## config.mk

```make
export PLATFORM = sky130hd
export DESIGN_NAME = clock_select_divide
export DESIGN_NICKNAME = d
export VERILOG_FILES = /design/src/pkg/clkgen_pkg.sv /design/src/rtl/clock_select_divide.sv
export SDC_FILE = /design/constraint.sdc
export NUM_CORES = 1
export LEC_CHECK = 0
export BUFFER_PORTS_ARGS = -buffer_cell sky130_fd_sc_hd__buf_2
export CAP_MARGIN = 30
export CELL_PAD_IN_SITES_DETAIL_PLACEMENT = 1
export CELL_PAD_IN_SITES_GLOBAL_PLACEMENT = 2
export CORE_UTILIZATION = 35
export CTS_CLUSTER_SIZE = 24
export DETAILED_ROUTE_END_ITERATION = 8
export PLACE_DENSITY_LB_ADDON = 0.1
export SYNTH_ARGS = -nofsm -noshare
export SYNTH_HDL_FRONTEND = slang
export SYNTH_SLANG_ARGS = --single-unit
```

## constraint.sdc

```tcl
create_clock -name mclk -period 3.6 [get_ports mclk]
set_input_delay 0.18 -clock mclk [delete_from_list [all_inputs] [get_ports mclk]]
set_output_delay 0.18 -clock mclk [all_outputs]
set_load 0.005 [all_outputs]
```

## src/pkg/clkgen_pkg.sv

```systemverilog
// Package for the system clock select and divide block.
// Assumes oscillator edges arrive as one-cycle ticks synchronous to mclk.
package clkgen_pkg;

	// Software control bits, held by the block
	typedef struct packed {
		logic       onchip_system_select;
		logic       sub_clock_select;
		logic       main_pin_mode;
		logic       main_osc_stop;
		logic       sub_pin_mode;
		logic       sub_osc_stop;
		logic       slow_osc_off;
		logic       fast_osc_enable;
		logic       fast_osc_select;
		logic       div128_source_select;
		logic       periph_clk_wait_stop;
		logic       wake_clock_override;
		logic       watchdog_source_protect;
		logic       cpu_div8_select;
		logic       cpu_divider_field_hi;
		logic       cpu_divider_field_lo;
		logic [2:0] fast_osc_divider_reg;
	} clk_cfg_t;

	// Oscillator edge ticks
	typedef struct packed {
		logic main_crystal_clock;
		logic sub_crystal_clock;
		logic fast_osc_tick;
		logic slow_osc_tick;
	} osc_in_t;

	// Derived clock ticks
	typedef struct packed {
		logic       cpu_clock;
		logic [4:0] periph_divided_clock;
		logic       internal_osc_periph_clock;
		logic       fast_osc_timer_clock;
		logic       fast_divided_clock;
		logic       slow_internal_clock;
		logic       div128_capture_clock;
		logic       watchdog_dedicated_clock;
	} clk_out_t;

	typedef enum logic [2:0] {
		MODE_HIGH_SPEED,
		MODE_LOW_SPEED,
		MODE_FAST_ONCHIP,
		MODE_SLOW_ONCHIP,
		MODE_NONE
	} clk_mode_t;

	localparam int DIV_W = 8;
	typedef logic [DIV_W-1:0] ratio_t;

	// Slow on-chip source, undivided; main and sub oscillators stopped
	localparam clk_cfg_t CFG_RST = '{
		onchip_system_select: 1'h1,
		main_osc_stop:        1'h1,
		sub_osc_stop:         1'h1,
		default:              '0
	};

	localparam ratio_t CPU_DIV1  = 8'h01;
	localparam ratio_t CPU_DIV2  = 8'h02;
	localparam ratio_t CPU_DIV4  = 8'h04;
	localparam ratio_t CPU_DIV8  = 8'h08;
	localparam ratio_t CPU_DIV16 = 8'h10;
	localparam ratio_t FI_RATIO [5] = '{8'h01, 8'h02, 8'h04, 8'h08, 8'h20};
	localparam ratio_t FAST_DIV_BASE = 8'h02;
	localparam ratio_t DIV128_RATIO  = 8'h80;

endpackage : clkgen_pkg

```

## src/rtl/clock_select_divide.sv

```systemverilog
// What this block does
// - System clock comes from main crystal, sub crystal or on-chip oscillator.
// - CPU clock is system clock divided by 1, 2, 4, 8 or 16.
// - Divide-by-8 bit forces /8; else field 00 /1, 01 /2, 10 /4, 11 /16.
// - After reset CPU runs from slow on-chip oscillator, undivided.
// - Entering stop mode sets the divide-by-8 bit.
// - Five peripheral clocks: system clock divided by 1, 2, 4, 8, 32.
// - Wait mode with wait-stop bit set halts all peripheral divided clocks.
// - Internal oscillator peripheral clock follows on-chip clock, runs in wait.
// - Fast timer clock only while fast enable set; runs in wait.
// - Fast divided clock is fast oscillator divided by 2 to 9, gated, runs in wait.
// - Slow internal clock only while slow-off bit clear; runs in wait.
// - Divide-by-128 clock from slow internal clock or fast divided clock.
// - Watchdog clock from slow oscillator under protect; never stops then.
// - Fast enable and fast select pick the fast oscillator as on-chip clock.
// - Slow-off clear and fast select clear pick the slow oscillator.
// - High-speed mode: main crystal divided, given its enabling bit settings.
// - Low-speed mode: sub crystal divided, given its enabling bit settings.
// - Internal oscillator timer clock usable when slow on or fast enabled.
//
// Clocks are modelled as one-cycle ticks on mclk; outputs are tick enables.
`timescale 1ns/1ps

module tick_div
	import clkgen_pkg::*;
#(
	parameter int W = DIV_W
) (
	input  wire logic         mclk,
	input  wire logic         rst_n,
	input  wire logic         tick_in,
	input  wire logic         run,
	input  wire logic [W-1:0] ratio,
	output logic              tick_out
);
	logic [W-1:0] cnt_q;
	logic [W-1:0] cnt_d;
	logic         out_d;

	always_comb begin
		cnt_d = cnt_q;
		out_d = 1'h0;
		if (!run) begin
			cnt_d = '0;
		end else if (tick_in) begin
			if (cnt_q >= ratio - W'(1)) begin
				cnt_d = '0;
				out_d = 1'h1;
			end else begin
				cnt_d = cnt_q + W'(1);
			end
		end
	end

	always_ff @(posedge mclk) begin
		if (!rst_n) begin
			cnt_q    <= '0;
			tick_out <= 1'h0;
		end else begin
			cnt_q    <= cnt_d;
			tick_out <= out_d;
		end
	end
endmodule : tick_div

module clock_select_divide
	import clkgen_pkg::*;
(
	input  wire logic mclk,
	input  wire logic rst_n,
	input  osc_in_t   osc,
	input  wire logic cfg_wr,
	input  clk_cfg_t  cfg_wdata,
	input  wire logic wait_mode,
	input  wire logic stop_enter,
	input  wire logic stop_mode,
	output clk_cfg_t  cfg_q,
	output clk_out_t  clk,
	output clk_mode_t mode_q,
	output logic      internal_osc_usable,
	output logic      low_current_read_ok
);
	clk_cfg_t  cfg_d;
	clk_mode_t mode_d;
	ratio_t    cpu_ratio;
	ratio_t    fast_ratio;
	logic      main_ok;
	logic      sub_ok;
	logic      onchip_tick;
	logic      sys_tick;
	logic      cpu_run;
	logic      fi_run;
	logic      d128_src;
	logic      int_osc_d;
	logic      fast_tmr_d;
	logic      slow_int_d;
	logic      wdt_d;
	logic      usable_d;
	logic      lcr_d;
	logic      int_osc_q;
	logic      fast_tmr_q;
	logic      slow_int_q;
	logic      wdt_q;
	logic      cpu_tick;
	logic [4:0] fi_tick;
	logic      fast_div_tick;
	logic      d128_tick;

	// Control bits; stop entry wins over a same-cycle write
	always_comb begin
		cfg_d = cfg_q;
		if (cfg_wr) begin
			cfg_d = cfg_wdata;
		end
		if (stop_enter) begin
			cfg_d.cpu_div8_select = 1'h1;
		end
	end

	always_ff @(posedge mclk) begin
		if (!rst_n) begin
			cfg_q <= CFG_RST;
		end else begin
			cfg_q <= cfg_d;
		end
	end

	// Source selection and mode decode
	always_comb begin
		main_ok = cfg_q.main_pin_mode && !cfg_q.main_osc_stop;
		sub_ok  = cfg_q.sub_pin_mode && !cfg_q.sub_osc_stop;
		if (cfg_q.fast_osc_select) begin
			onchip_tick = cfg_q.fast_osc_enable && osc.fast_osc_tick;
		end else begin
			onchip_tick = !cfg_q.slow_osc_off && osc.slow_osc_tick;
		end
		if (cfg_q.sub_clock_select) begin
			sys_tick = sub_ok && osc.sub_crystal_clock;
		end else if (!cfg_q.onchip_system_select) begin
			sys_tick = main_ok && osc.main_crystal_clock;
		end else begin
			sys_tick = onchip_tick;
		end
		if (!cfg_q.onchip_system_select && !cfg_q.sub_clock_select && main_ok) begin
			mode_d = MODE_HIGH_SPEED;
		end else if (cfg_q.sub_clock_select && sub_ok) begin
			mode_d = MODE_LOW_SPEED;
		end else if (cfg_q.onchip_system_select && !cfg_q.sub_clock_select
			&& cfg_q.fast_osc_enable && cfg_q.fast_osc_select) begin
			mode_d = MODE_FAST_ONCHIP;
		end else if (cfg_q.onchip_system_select && !cfg_q.sub_clock_select
			&& !cfg_q.slow_osc_off && !cfg_q.fast_osc_select) begin
			mode_d = MODE_SLOW_ONCHIP;
		end else begin
			mode_d = MODE_NONE;
		end
	end

	// CPU divide ratio; wake override is expected clear here
	always_comb begin
		if (cfg_q.cpu_div8_select) begin
			cpu_ratio = CPU_DIV8;
		end else begin
			case ({cfg_q.cpu_divider_field_hi, cfg_q.cpu_divider_field_lo})
				2'h0:    cpu_ratio = CPU_DIV1;
				2'h1:    cpu_ratio = CPU_DIV2;
				2'h2:    cpu_ratio = CPU_DIV4;
				default: cpu_ratio = CPU_DIV16;
			endcase
		end
		fast_ratio = FAST_DIV_BASE + DIV_W'(cfg_q.fast_osc_divider_reg);
		cpu_run    = !wait_mode && !stop_mode;
		fi_run     = !stop_mode && !(wait_mode && cfg_q.periph_clk_wait_stop);
	end

	// Low-current read window; the 3 kHz floor is software's to respect
	always_comb begin
		case (mode_d)
			MODE_LOW_SPEED:   lcr_d = cpu_ratio != CPU_DIV16;
			MODE_SLOW_ONCHIP: lcr_d = cpu_ratio >= CPU_DIV4;
			default:          lcr_d = 1'h0;
		endcase
	end

	tick_div #(.W(DIV_W)) u_cpu_div (
		.mclk     (mclk),
		.rst_n    (rst_n),
		.tick_in  (sys_tick),
		.run      (cpu_run),
		.ratio    (cpu_ratio),
		.tick_out (cpu_tick)
	);

	for (genvar i = 0; i < 5; i++) begin : g_fi
		tick_div #(.W(DIV_W)) u_fi_div (
			.mclk     (mclk),
			.rst_n    (rst_n),
			.tick_in  (sys_tick),
			.run      (fi_run),
			.ratio    (FI_RATIO[i]),
			.tick_out (fi_tick[i])
		);
	end

	tick_div #(.W(DIV_W)) u_fast_div (
		.mclk     (mclk),
		.rst_n    (rst_n),
		.tick_in  (osc.fast_osc_tick),
		.run      (cfg_q.fast_osc_enable && !stop_mode),
		.ratio    (fast_ratio),
		.tick_out (fast_div_tick)
	);

	tick_div #(.W(DIV_W)) u_d128_div (
		.mclk     (mclk),
		.rst_n    (rst_n),
		.tick_in  (d128_src),
		.run      (!stop_mode),
		.ratio    (DIV128_RATIO),
		.tick_out (d128_tick)
	);

	// Undivided gated clocks; these all keep running in wait mode
	always_comb begin
		d128_src   = cfg_q.div128_source_select ? fast_div_tick : slow_int_q;
		int_osc_d  = onchip_tick && !stop_mode;
		fast_tmr_d = cfg_q.fast_osc_enable && osc.fast_osc_tick && !stop_mode;
		slow_int_d = !cfg_q.slow_osc_off && osc.slow_osc_tick && !stop_mode;
		wdt_d      = cfg_q.watchdog_source_protect && osc.slow_osc_tick;
		usable_d   = !cfg_q.slow_osc_off || cfg_q.fast_osc_enable;
	end

	always_ff @(posedge mclk) begin
		if (!rst_n) begin
			int_osc_q           <= 1'h0;
			fast_tmr_q          <= 1'h0;
			slow_int_q          <= 1'h0;
			wdt_q               <= 1'h0;
			internal_osc_usable <= 1'h0;
			low_current_read_ok <= 1'h0;
			mode_q              <= MODE_NONE;
		end else begin
			int_osc_q           <= int_osc_d;
			fast_tmr_q          <= fast_tmr_d;
			slow_int_q          <= slow_int_d;
			wdt_q               <= wdt_d;
			internal_osc_usable <= usable_d;
			low_current_read_ok <= lcr_d;
			mode_q              <= mode_d;
		end
	end

	// One driver for the whole output word
	assign clk = '{
		cpu_clock:                 cpu_tick,
		periph_divided_clock:      fi_tick,
		internal_osc_periph_clock: int_osc_q,
		fast_osc_timer_clock:      fast_tmr_q,
		fast_divided_clock:        fast_div_tick,
		slow_internal_clock:       slow_int_q,
		div128_capture_clock:      d128_tick,
		watchdog_dedicated_clock:  wdt_q
	};
endmodule : clock_select_divide

```

Yosys cells after proc, flatten, opt, wreduce, memory -nomap -nowiden:

Cells that the tools add are included.

* output and inout bits: 36
* flip-flop bits (word level): 100
* word-level logic and storage cells: 138
* bits of input ports: 29

* add/subtract/negate cells: 11
* magnitude comparators: 9
* muxes and demuxes: 29
* reduce and logical (&&, ||, !) cells: 42
* equal/unequal tests: 5
* bitwise logic cells: 2

Operators by type and width (count)
* $add A8 B1 Y8 const B: 8
* $mux W8: 8
* $logic_and A1 B1 Y1: 22
* $ge A8 B1 Y1 const B: 2
* $ge A8 B3 Y1 const B: 2
* $ge A8 B8 Y1: 2
* $pmux W5 S3: 1
* $mux W1: 13
* $mux W3: 4
* $logic_not A1 Y1: 9
* $reduce_and A3 Y1: 3
* $ge A8 B2 Y1 const B: 1
* $ge A8 B5 Y1 const B: 1
* $ge A8 B7 Y1 const B: 1
* $ne A8 B5 Y1 const B: 1
* $mux W6: 1
* $reduce_and A2 Y1: 3
* $sub A5 B1 Y6 const B: 1
* $mux W5: 1
* $sub A4 B1 Y5 const B: 1
* $add A2 B3 Y4 const A: 1
* $eq A3 B1 Y1 const B: 1
* $eq A3 B2 Y1 const B: 1
* $reduce_or A3 Y1: 1
* other kinds (8): 9

Longest topological paths before layout:

Gate-level depths: netlist (run 1).

* depth in word-level cells: 10
* gate-level depth with buffers: 11

Hierarchy:

From an unflattened synthesis (run 1), not the netlist that was laid out.

* cell total of the unflattened synthesis: 704
* area, all modules: 6712.7 µm²

Modules (own cells, without submodules)
* tick_div at g_fi[0].u_fi_div ...: times used 7, cells an instance 73, area an instance 684.4 µm²
* clock_select_divide: times used 1, cells an instance 120, area an instance 1218.7 µm²
* tick_div at g_fi[4].u_fi_div: times used 1, cells an instance 73, area an instance 703.2 µm²

Least setup slack after synthesis (run 1):

Ideal clock, no wire load.

* kind: register to register
* from: register cfg_q[3] (netlist bit)
* to: register u_cpu_div.cnt_q[2]
* path buffers: 0
* cell stages (with the launch flop): 10
* arrival: 2.469 ns
* slack: 1.014 ns
* setup time: 0.117 ns
* required time: 3.483 ns
* cell sequence: dfxtp_1 or3_1 ha_1 mux2i_1 nand2b_1 ha_1 nand4_1 o311ai_2 o22ai_1 a22o_1

* longest elaborated chain between the ends: 6
* elaborated cells between the ends (all ways): 8

RTL lines
* start: declaration: line clock_select_divide.sv:77 `output clk_cfg_t cfg_q,`
* start signal: assignment: line clock_select_divide.sv:124 `cfg_q <= cfg_d;`
* $eq A2 B2 Y1 (tied with other cells): line clock_select_divide.sv:164 `case ({cfg_q.cpu_divider_field_hi, cfg_q.cpu_divider_field_lo})`
* $pmux W5 S3 (*): line clock_select_divide.sv:164
* $mux W5 (*): line clock_select_divide.sv:161 `if (cfg_q.cpu_div8_select) begin`
* $sub A5 B1 Y6 (*): line clock_select_divide.sv:46 `if (cnt_q >= ratio - W'(1)) begin`
* $ge A8 B8 Y1 (*): line clock_select_divide.sv:46
* $mux W8 (*): line clock_select_divide.sv:46
* end signal: assignment: line clock_select_divide.sv:60 `cnt_q <= cnt_d;`
* end: declaration: line clock_select_divide.sv:36 `logic [W-1:0] cnt_q;`

Every way passes the cells marked *; elsewhere a longest branch is shown, timed or not.
A chain may end at the register's enable or synchronous reset.

Final worst setup path (run 1):

Same ends and word-level chain as after synthesis.

==> impl_metrics.toml, run 1 <==
[status]
outcome = "finished with violations"
violations = "design-rule violations"

[routing]
drc = 3
vias = 3306
drtPass1Iterations = 6
wl_per_cell_um = 14.8
wirelength_um = 9600
viasPerCell = 5.09
ant_nets = 0
drtIter0Drc = 138

[sta]
max_freq_ghz = 0.344
tns_ns = 0
period_share_pct = 80.8
max_slew_margin_pct = 39.7
fin_skew_ns = 0.00564
finalSetupViolations = 0
hold_viol_final = 0
rsz0062_at_grt = "false"
finalCriticalPeriod_ns = 2.91
maxSlewViolCount = 0
worst_pin_slew_ns = 0.896

[synth]
yosysWarnings = 0
synth_top_area_share_pct = 44.3
synth.area.top_cells = "dfxtp_1 44%, ha_1 7.2%, mux2i_1 5.1%, nor2_1 3.9%, nand2_1 3.7%"
synth_top_area_cell = "dfxtp_1"
syn_avg_cell_area_sq_um = 9.29
ys.flop_type = "dfxtp_1"
yosysSeqAreaShare_pct = 44.3
synth_edf_count = 0
yosysMostFrequentCell = "dfxtp_1"
synth_cells = 448
async_flop_share_pct = 0
syn_area_sq_um = 4160
synth.distinct_cells = 52
synthTopCellsByCount = "92 x dfxtp_1, 43 x nor2_1, 41 x nand2_1"
synth_seq_cells = 92

[place]
dp_hpwl_um = 7140
postPlaceCellArea_sq_um = 4560
placedCellCount = 637
port_buffers = 64
gp_congestion = 0.761

[finish]
layout-drive-gt1-share_pct = 17.2
fill_cells = 1356
diodes = 0
multi_input_area_sq_um = 2140
area_delta_synth_final_pct = 15.5
register_area_sq_um = 1840
fin_area_sq_um = 4800
layout.cells.non_filler = 650
fin_nets = 558
final_core_util_pct = 41.7

[critical_path]
cp_max_fo = 10
timing.rr.start = "cfg_q[3]"
crit_path_end_kind = "flop"
crit_start = "cfg_q[3]"
critPathLaunchType = "flop"
crit_type = "flop to flop"
reg2regPathDepth = 9
r2r_slack_ns = 0.69
crit_arrival_ns = 3.14
required_ns = 3.84

[global_route]
grt_max_degree = 27
overflow = 0
grt_pass1_vias = 3400
grt_use_total_pct = 16.7
grt_pass1_wl_um = 16500
antenna_found_initial = 0

[die]
fp.dieW_um = 111
start_util_pct = 36.1
ios = 65
core_area_sq_um = 11500
die_y_um = 111
dieArea_sq_um = 12300
rows = 39

[worst_hold_path]
holdPathStages = 2
hp-start = "stop_enter"
holdCritPathClass = "input pin to flop"

[power]
vdd_drop_max_mv = 0.177
p_leak_nw = 2.09
p_per_area_nw_per_um2 = 433

[cts]
htreeDepth = 3
clkSlewWorstSetupHoldPaths_ns = 0.06
postCtsSetupBuffers = 0
cts.sinks = 92
cts_resized = 0
ctsHoldBuffers = 0
numCtsBuffers = 9
cts_tree = "done"
clk_path_buf_depth = 2
insertion_delay_ns = 0.34
clock-root-buffer = "clkbuf_16"

[run]
max_cap_violations = 0
[placed cells by master, fill, tap and decap left out, types with 3 or more instances in the layout]
| cell type | instances |
|---|---|
| xnor2_1 | 9 |
| o21a_1 | 4 |
| or3_1 | 3 |
| nor4_1 | 3 |
| o21ai_0 | 3 |
| buf_4 | 4 |
| a21o_1 | 8 |
| a31oi_1 | 7 |
| o21ai_1 | 4 |
| nand2_1 | 41 |
| and2_1 | 9 |
| ha_1 | 24 |
| xor2_1 | 5 |
| conb_1 | 3 |
| clkbuf_1 | 4 |
| clkbuf_16 | 9 |
| nand2b_1 | 6 |
| nor2_1 | 43 |
| and3_1 | 14 |
| a41oi_1 | 3 |
| nor4b_1 | 4 |
| o22ai_1 | 6 |
| nor3_1 | 4 |
| nor3b_1 | 3 |
| buf_2 | 64 |
| nor2b_1 | 19 |
| nand3_1 | 16 |
| mux2i_1 | 21 |
| inv_1 | 10 |
| dfxtp_1 | 92 |
| a21oi_1 | 25 |
| nand4_1 | 7 |
[where the power goes]
group          switching (W)  total, W  internal [W]
Combinational       0.000107  0.000191     0.0000844
Sequential         0.0000224   0.00106       0.00104
Clock               0.000365  0.000823      0.000458
Total               0.000494   0.00208       0.00158
[path summary, 6_finish.rpt]
check	end
worst min-delay path	cfg_q[5]
worst min register to register	g_fi[2].u_fi_div.cnt_q[7]
worst max-delay path	u_cpu_div.cnt_q[2]
worst max register to register	u_cpu_div.cnt_q[2]
[sequential cells by signal (all words and copies together) (netlist names)]
signal / cells
u_d128_div.cnt_q: 8
cfg_q: 19
internal_osc_usable: 1
u_fast_div.cnt_q: 8
u_d128_div.tick_out: 1
g_fi.u_fi_div.cnt_q: 32
wdt_q: 1
low_current_read_ok: 1
u_cpu_div.tick_out: 1
mode_q: 3
int_osc_q: 1
g_fi.u_fi_div.tick_out: 5
slow_int_q: 1
u_fast_div.tick_out: 1
fast_tmr_q: 1
u_cpu_div.cnt_q: 8
[kinds of logic (layout without fill, tap and decap cells)]
logic type / count (synthesis) / in the layout / share of synthesized area [%]
and+or+nand+nor: 184 / 184 / 23.3
AOI/OAI and AO/OA: 75 / 75 / 12.1
adders and majority gates: 24 / 24 / 7.22
muxes: 23 / 23 / 5.59
other: 1 / 3 / 0.0901
xor gates and xnor gates: 14 / 14 / 2.95
buffers and inverters: 35 / 92 / 4.48
DFF: 92 / 92 / 44.3
[stage by stage]
stage / setup WS (ns) / power [W] / hold WS, ns
after floorplan: 1.01 / 0.00120 / 0.304
after global placement: 0.796 / 0.00127 / 0.392
after detailed placement: 0.681 / 0.00128 / 0.399
after CTS: 0.667 / 0.00212 / 0.0379
after global routing: 0.464 / 0.00218 / 0.0402
final: 0.691 / 0.00208 / 0.0498
[metal layers]
| layer | wire (um) | track usage [%] |
|---|---|---|
| met5 | 0 | 0 |
| met1 | 4570 | 20.5 |
| met4 | 117 | 5.95 |
| met2 | 4460 | 27.7 |
| met3 | 458 | 5.19 |
[layout make-up]
type,count,area share (%)
timing repair buffer,69,7.53
sequential,92,38.3
tap,143,3.72
clock buffer,13,5.00
multi-input combinational,323,44.6
inverter,10,0.781
[critical path, cell delays in order (launching register included)]
cell and delay [ns]:
dfxtp_1 0.36, or3_1 0.44, ha_1 0.24, mux2i_1 0.15, nand2b_1 0.08, ha_1 0.27
nand4_1 0.12, o311ai_2 0.68, o22ai_1 0.20, a22o_1 0.26
No activity file was read; power rests on OpenSTA's default activity.
==> run 2: changes to the inputs <==
- ABC_AREA: default -> 1
- CORE_UTILIZATION: 35 -> 33
- clock period: 3.6 -> 2.8 ns (I/O delays scaled with it)
==> run 2 against run 1 <==
  * The run now ends clean
  * Cell area increased by 2.3%
  * Power increased by 56%
  * Clock power increased by 92%
  * Fmax increased by 42%
  * Via count increased by 6.1%
  * Utilization decreased by 1.3 points
  * Critical path depth increased by 3
  * Area after synthesis about the same
  * Largest power group is now the clock network
==> impl_metrics.toml, run 2 <==
[critical_path]
slowest_delay_ns = 0.39
r2r_slack_ns = 0.75
timing.rr.start = "cfg_q[4]"
crit_path_frequent_cell = "nand2_1"
crit_arrival_ns = 2.29
worstReg2RegEnd = "u_cpu_div.cnt_q[1]"
path_depth = 12
cp_slowest_cell = "dfxtp_1"
reg2regPathDepth = 12
critPathBufInv = 1
worstPathCellList = "inv_1 -> nand3_1 -> ha_1 -> mux2_2 -> ha_1 -> nand2_1 -> nor2_1 -> nand2_1 -> nand2_1 -> nand2_2 -> nand2_2 -> nor2_1"
cp_top_family = "simple AND/OR/NAND/NOR gates"
crit_start = "cfg_q[4]"
crit_type = "flop to flop"
cp_max_fo = 8
crit_path_end_kind = "flop"
critPathLaunchType = "flop"
required_ns = 3.04

[cts]
clk_path_buf_depth = 2
insertion_delay_ns = 0.35
cts_tree = "done"
cts.sinks = 92
ctsHoldBuffers = 0
numCtsBuffers = 9
cts_resized = 0
clkSlewWorstSetupHoldPaths_ns = 0.07
postCtsSetupBuffers = 0
htreeDepth = 3
clock-root-buffer = "clkbuf_16"

[power]
p_sw_share_pct = 23.2
p_sw_w = 0.000754
p_leak_nw = 2.17
p_seq_share_pct = 42.2
power.share.clock_pct = 48.7
p_int_w = 0.00249
vdd_drop_max_mv = 0.255
total_power_w = 0.00325
p_per_area_nw_per_um2 = 661
comb_power_share_pct = 9.1

[synth]
synthTopCellsByCount = "92 x dfxtp_1, 87 x nand2_1, 79 x nor2_1"
yosysMostFrequentCell = "dfxtp_1"
syn_area_sq_um = 4160
synth_mux_area_share_pct = 0.511
synth_compound_area_share_pct = 7.60
synth_cells = 532
synth_seq_cells = 92
yosysWarnings = 0
ys.flop_type = "dfxtp_1"
synth.area.top_cells = "dfxtp_1 44%, nand2_1 7.8%, ha_1 7.2%, nor2_1 7.1%, inv_1 5.5%"
synthSimpleGateAreaFrac_pct = 27.7
synth_top_family_by_area = "simple AND/OR/NAND/NOR gates"
synth_xor_xnor_area_share_pct = 2.31
synth_edf_count = 0
synth.distinct_cells = 36
syn_avg_cell_area_sq_um = 7.82
async_flop_share_pct = 0
synth_top_area_share_pct = 44.2
synth-adder-area-share_pct = 7.21
yosysSeqAreaShare_pct = 44.2
synth_top_area_cell = "dfxtp_1"

[finish]
fin_nets = 637
layout.cells.non_filler = 758
multi_input_area_sq_um = 1900
largest_reg_flops = 32
layout-drive-gt1-share_pct = 17.3
final_common_cell = "dfxtp_1"
reg.largest.list = "g_fi.u_fi_div.cnt_q (32), cfg_q (19)"
fill_cells = 1506
fin_area_sq_um = 4910
register_area_sq_um = 1840
area_delta_synth_final_pct = 18.1
top_register = "g_fi.u_fi_div.cnt_q"
layout_common_cells = "92 x dfxtp_1, 87 x nand2_1, 79 x nor2_1, 64 x buf_2, 61 x inv_1"

[sta]
maxSlewViolCount = 0
period_share_pct = 73.3
max_freq_ghz = 0.487
fin_skew_ns = 0.00750
finalSetupViolations = 0
hold_viol_final = 0
finalCriticalPeriod_ns = 2.05
tns_ns = 0
max_slew_margin_pct = 53.5
worst_pin_slew_ns = 0.697
rsz0062_at_grt = "false"

[die]
dieArea_sq_um = 13100
start_util_pct = 34.2
core_area_sq_um = 12200
die_y_um = 114
fp.dieW_um = 114
ios = 65
rows = 40

[routing]
wirelength_um = 10100
ant_nets = 0
drc = 0
vias = 3507
wl_per_cell_um = 13.3
drtIter0Drc = 132
viasPerCell = 4.63
drtPass1Iterations = 4

[worst_hold_path]
holdPathStages = 3
holdCritPathClass = "input pin to flop"
hold_end = "cfg_q[15]"
hp-start = "cfg_wdata[15]"

[place]
dp_hpwl_um = 7500
placedCellCount = 741
port_buffers = 64
postPlaceCellArea_sq_um = 4520
gp_congestion = 0.752

[status]
outcome = "finished, final reports clean"

[global_route]
grt_pass1_vias = 3612
grt_max_degree = 29
overflow = 0
antenna_found_initial = 0
grt_use_total_pct = 17.1
grt_pass1_wl_um = 17400

[run]
max_cap_violations = 0
[run 2: cell types whose count changed after synthesis, sizes merged, moves of 16 or more]
cell   delta
nand3    +26
mux2i    -20
o21ai    +16
nor3     +16
nor2b    -19
inv      +57
nand2    +49
nor2     +37
[run 2: cell type report]
cell class,count,share of cell area [%]
multi-input cells,350,38.6
flip-flops and latches,92,37.5
repair buffers,64,6.52
inverters,67,5.17
clock buffers,9,4.58
well taps,168,4.28
clock inverters,7,3.31
diodes,1,0.0509
[run 2: worst max path at each step]
stage / endpoint
after global routing: u_cpu_div.cnt_q[3]
after detailed placement: u_cpu_div.cnt_q[1]
after CTS: u_cpu_div.cnt_q[1]
after floorplan: u_cpu_div.cnt_q[0]
after global placement: u_cpu_div.cnt_q[7]
final: u_cpu_div.cnt_q[1]
[run 2: metrics by stage]
step           utilization [%]  hold WS, ns  worst slack, ns
2_1_floorplan                -        0.266            0.911
3_3_place_gp              37.2        0.361            0.812
3_5_place_dp              37.2        0.364            0.747
4_1_cts                   40.4      0.00251            0.724
5_1_grt                   40.4       0.0196            0.562
6_report                  40.4       0.0130            0.746
[run 2: worst min-delay path, delay by kind of cell]
family,cells,cell delay [ns]
compound gates,2,0.11
buf+inv,1,0.08
[run 2: logic make-up (layout without fill, tap and decap cells)]
| kind of cell | count (synthesis) | count (layout) |
|---|---|---|
| compound gates | 59 | 59 |
| xor+xnor | 11 | 11 |
| fa+ha+maj | 24 | 24 |
| buf+inv | 92 | 147 |
| flops | 92 | 92 |
| mux | 2 | 2 |
| other cells | 1 | 4 |
| simple gates | 251 | 251 |
[run 2: per-layer routing]
metal	vias up	global-route usage (%)	part of all wire [%]
met5	-	0	0
met3	11	4.45	4.6
li1	1806	-	-
met2	50	26.7	44
met4	0	7.01	1.6
met1	1640	22.4	50
[run 2: power by group through the flow]
stage	clock, W	combinational (W)	sequential, W
floorplan	0	0.000209	0.00140
global placement	0	0.000295	0.00140
detailed placement	0	0.000301	0.00140
CTS	0.00161	0.000303	0.00137
global route	0.00167	0.000342	0.00138
finish	0.00158	0.000296	0.00137
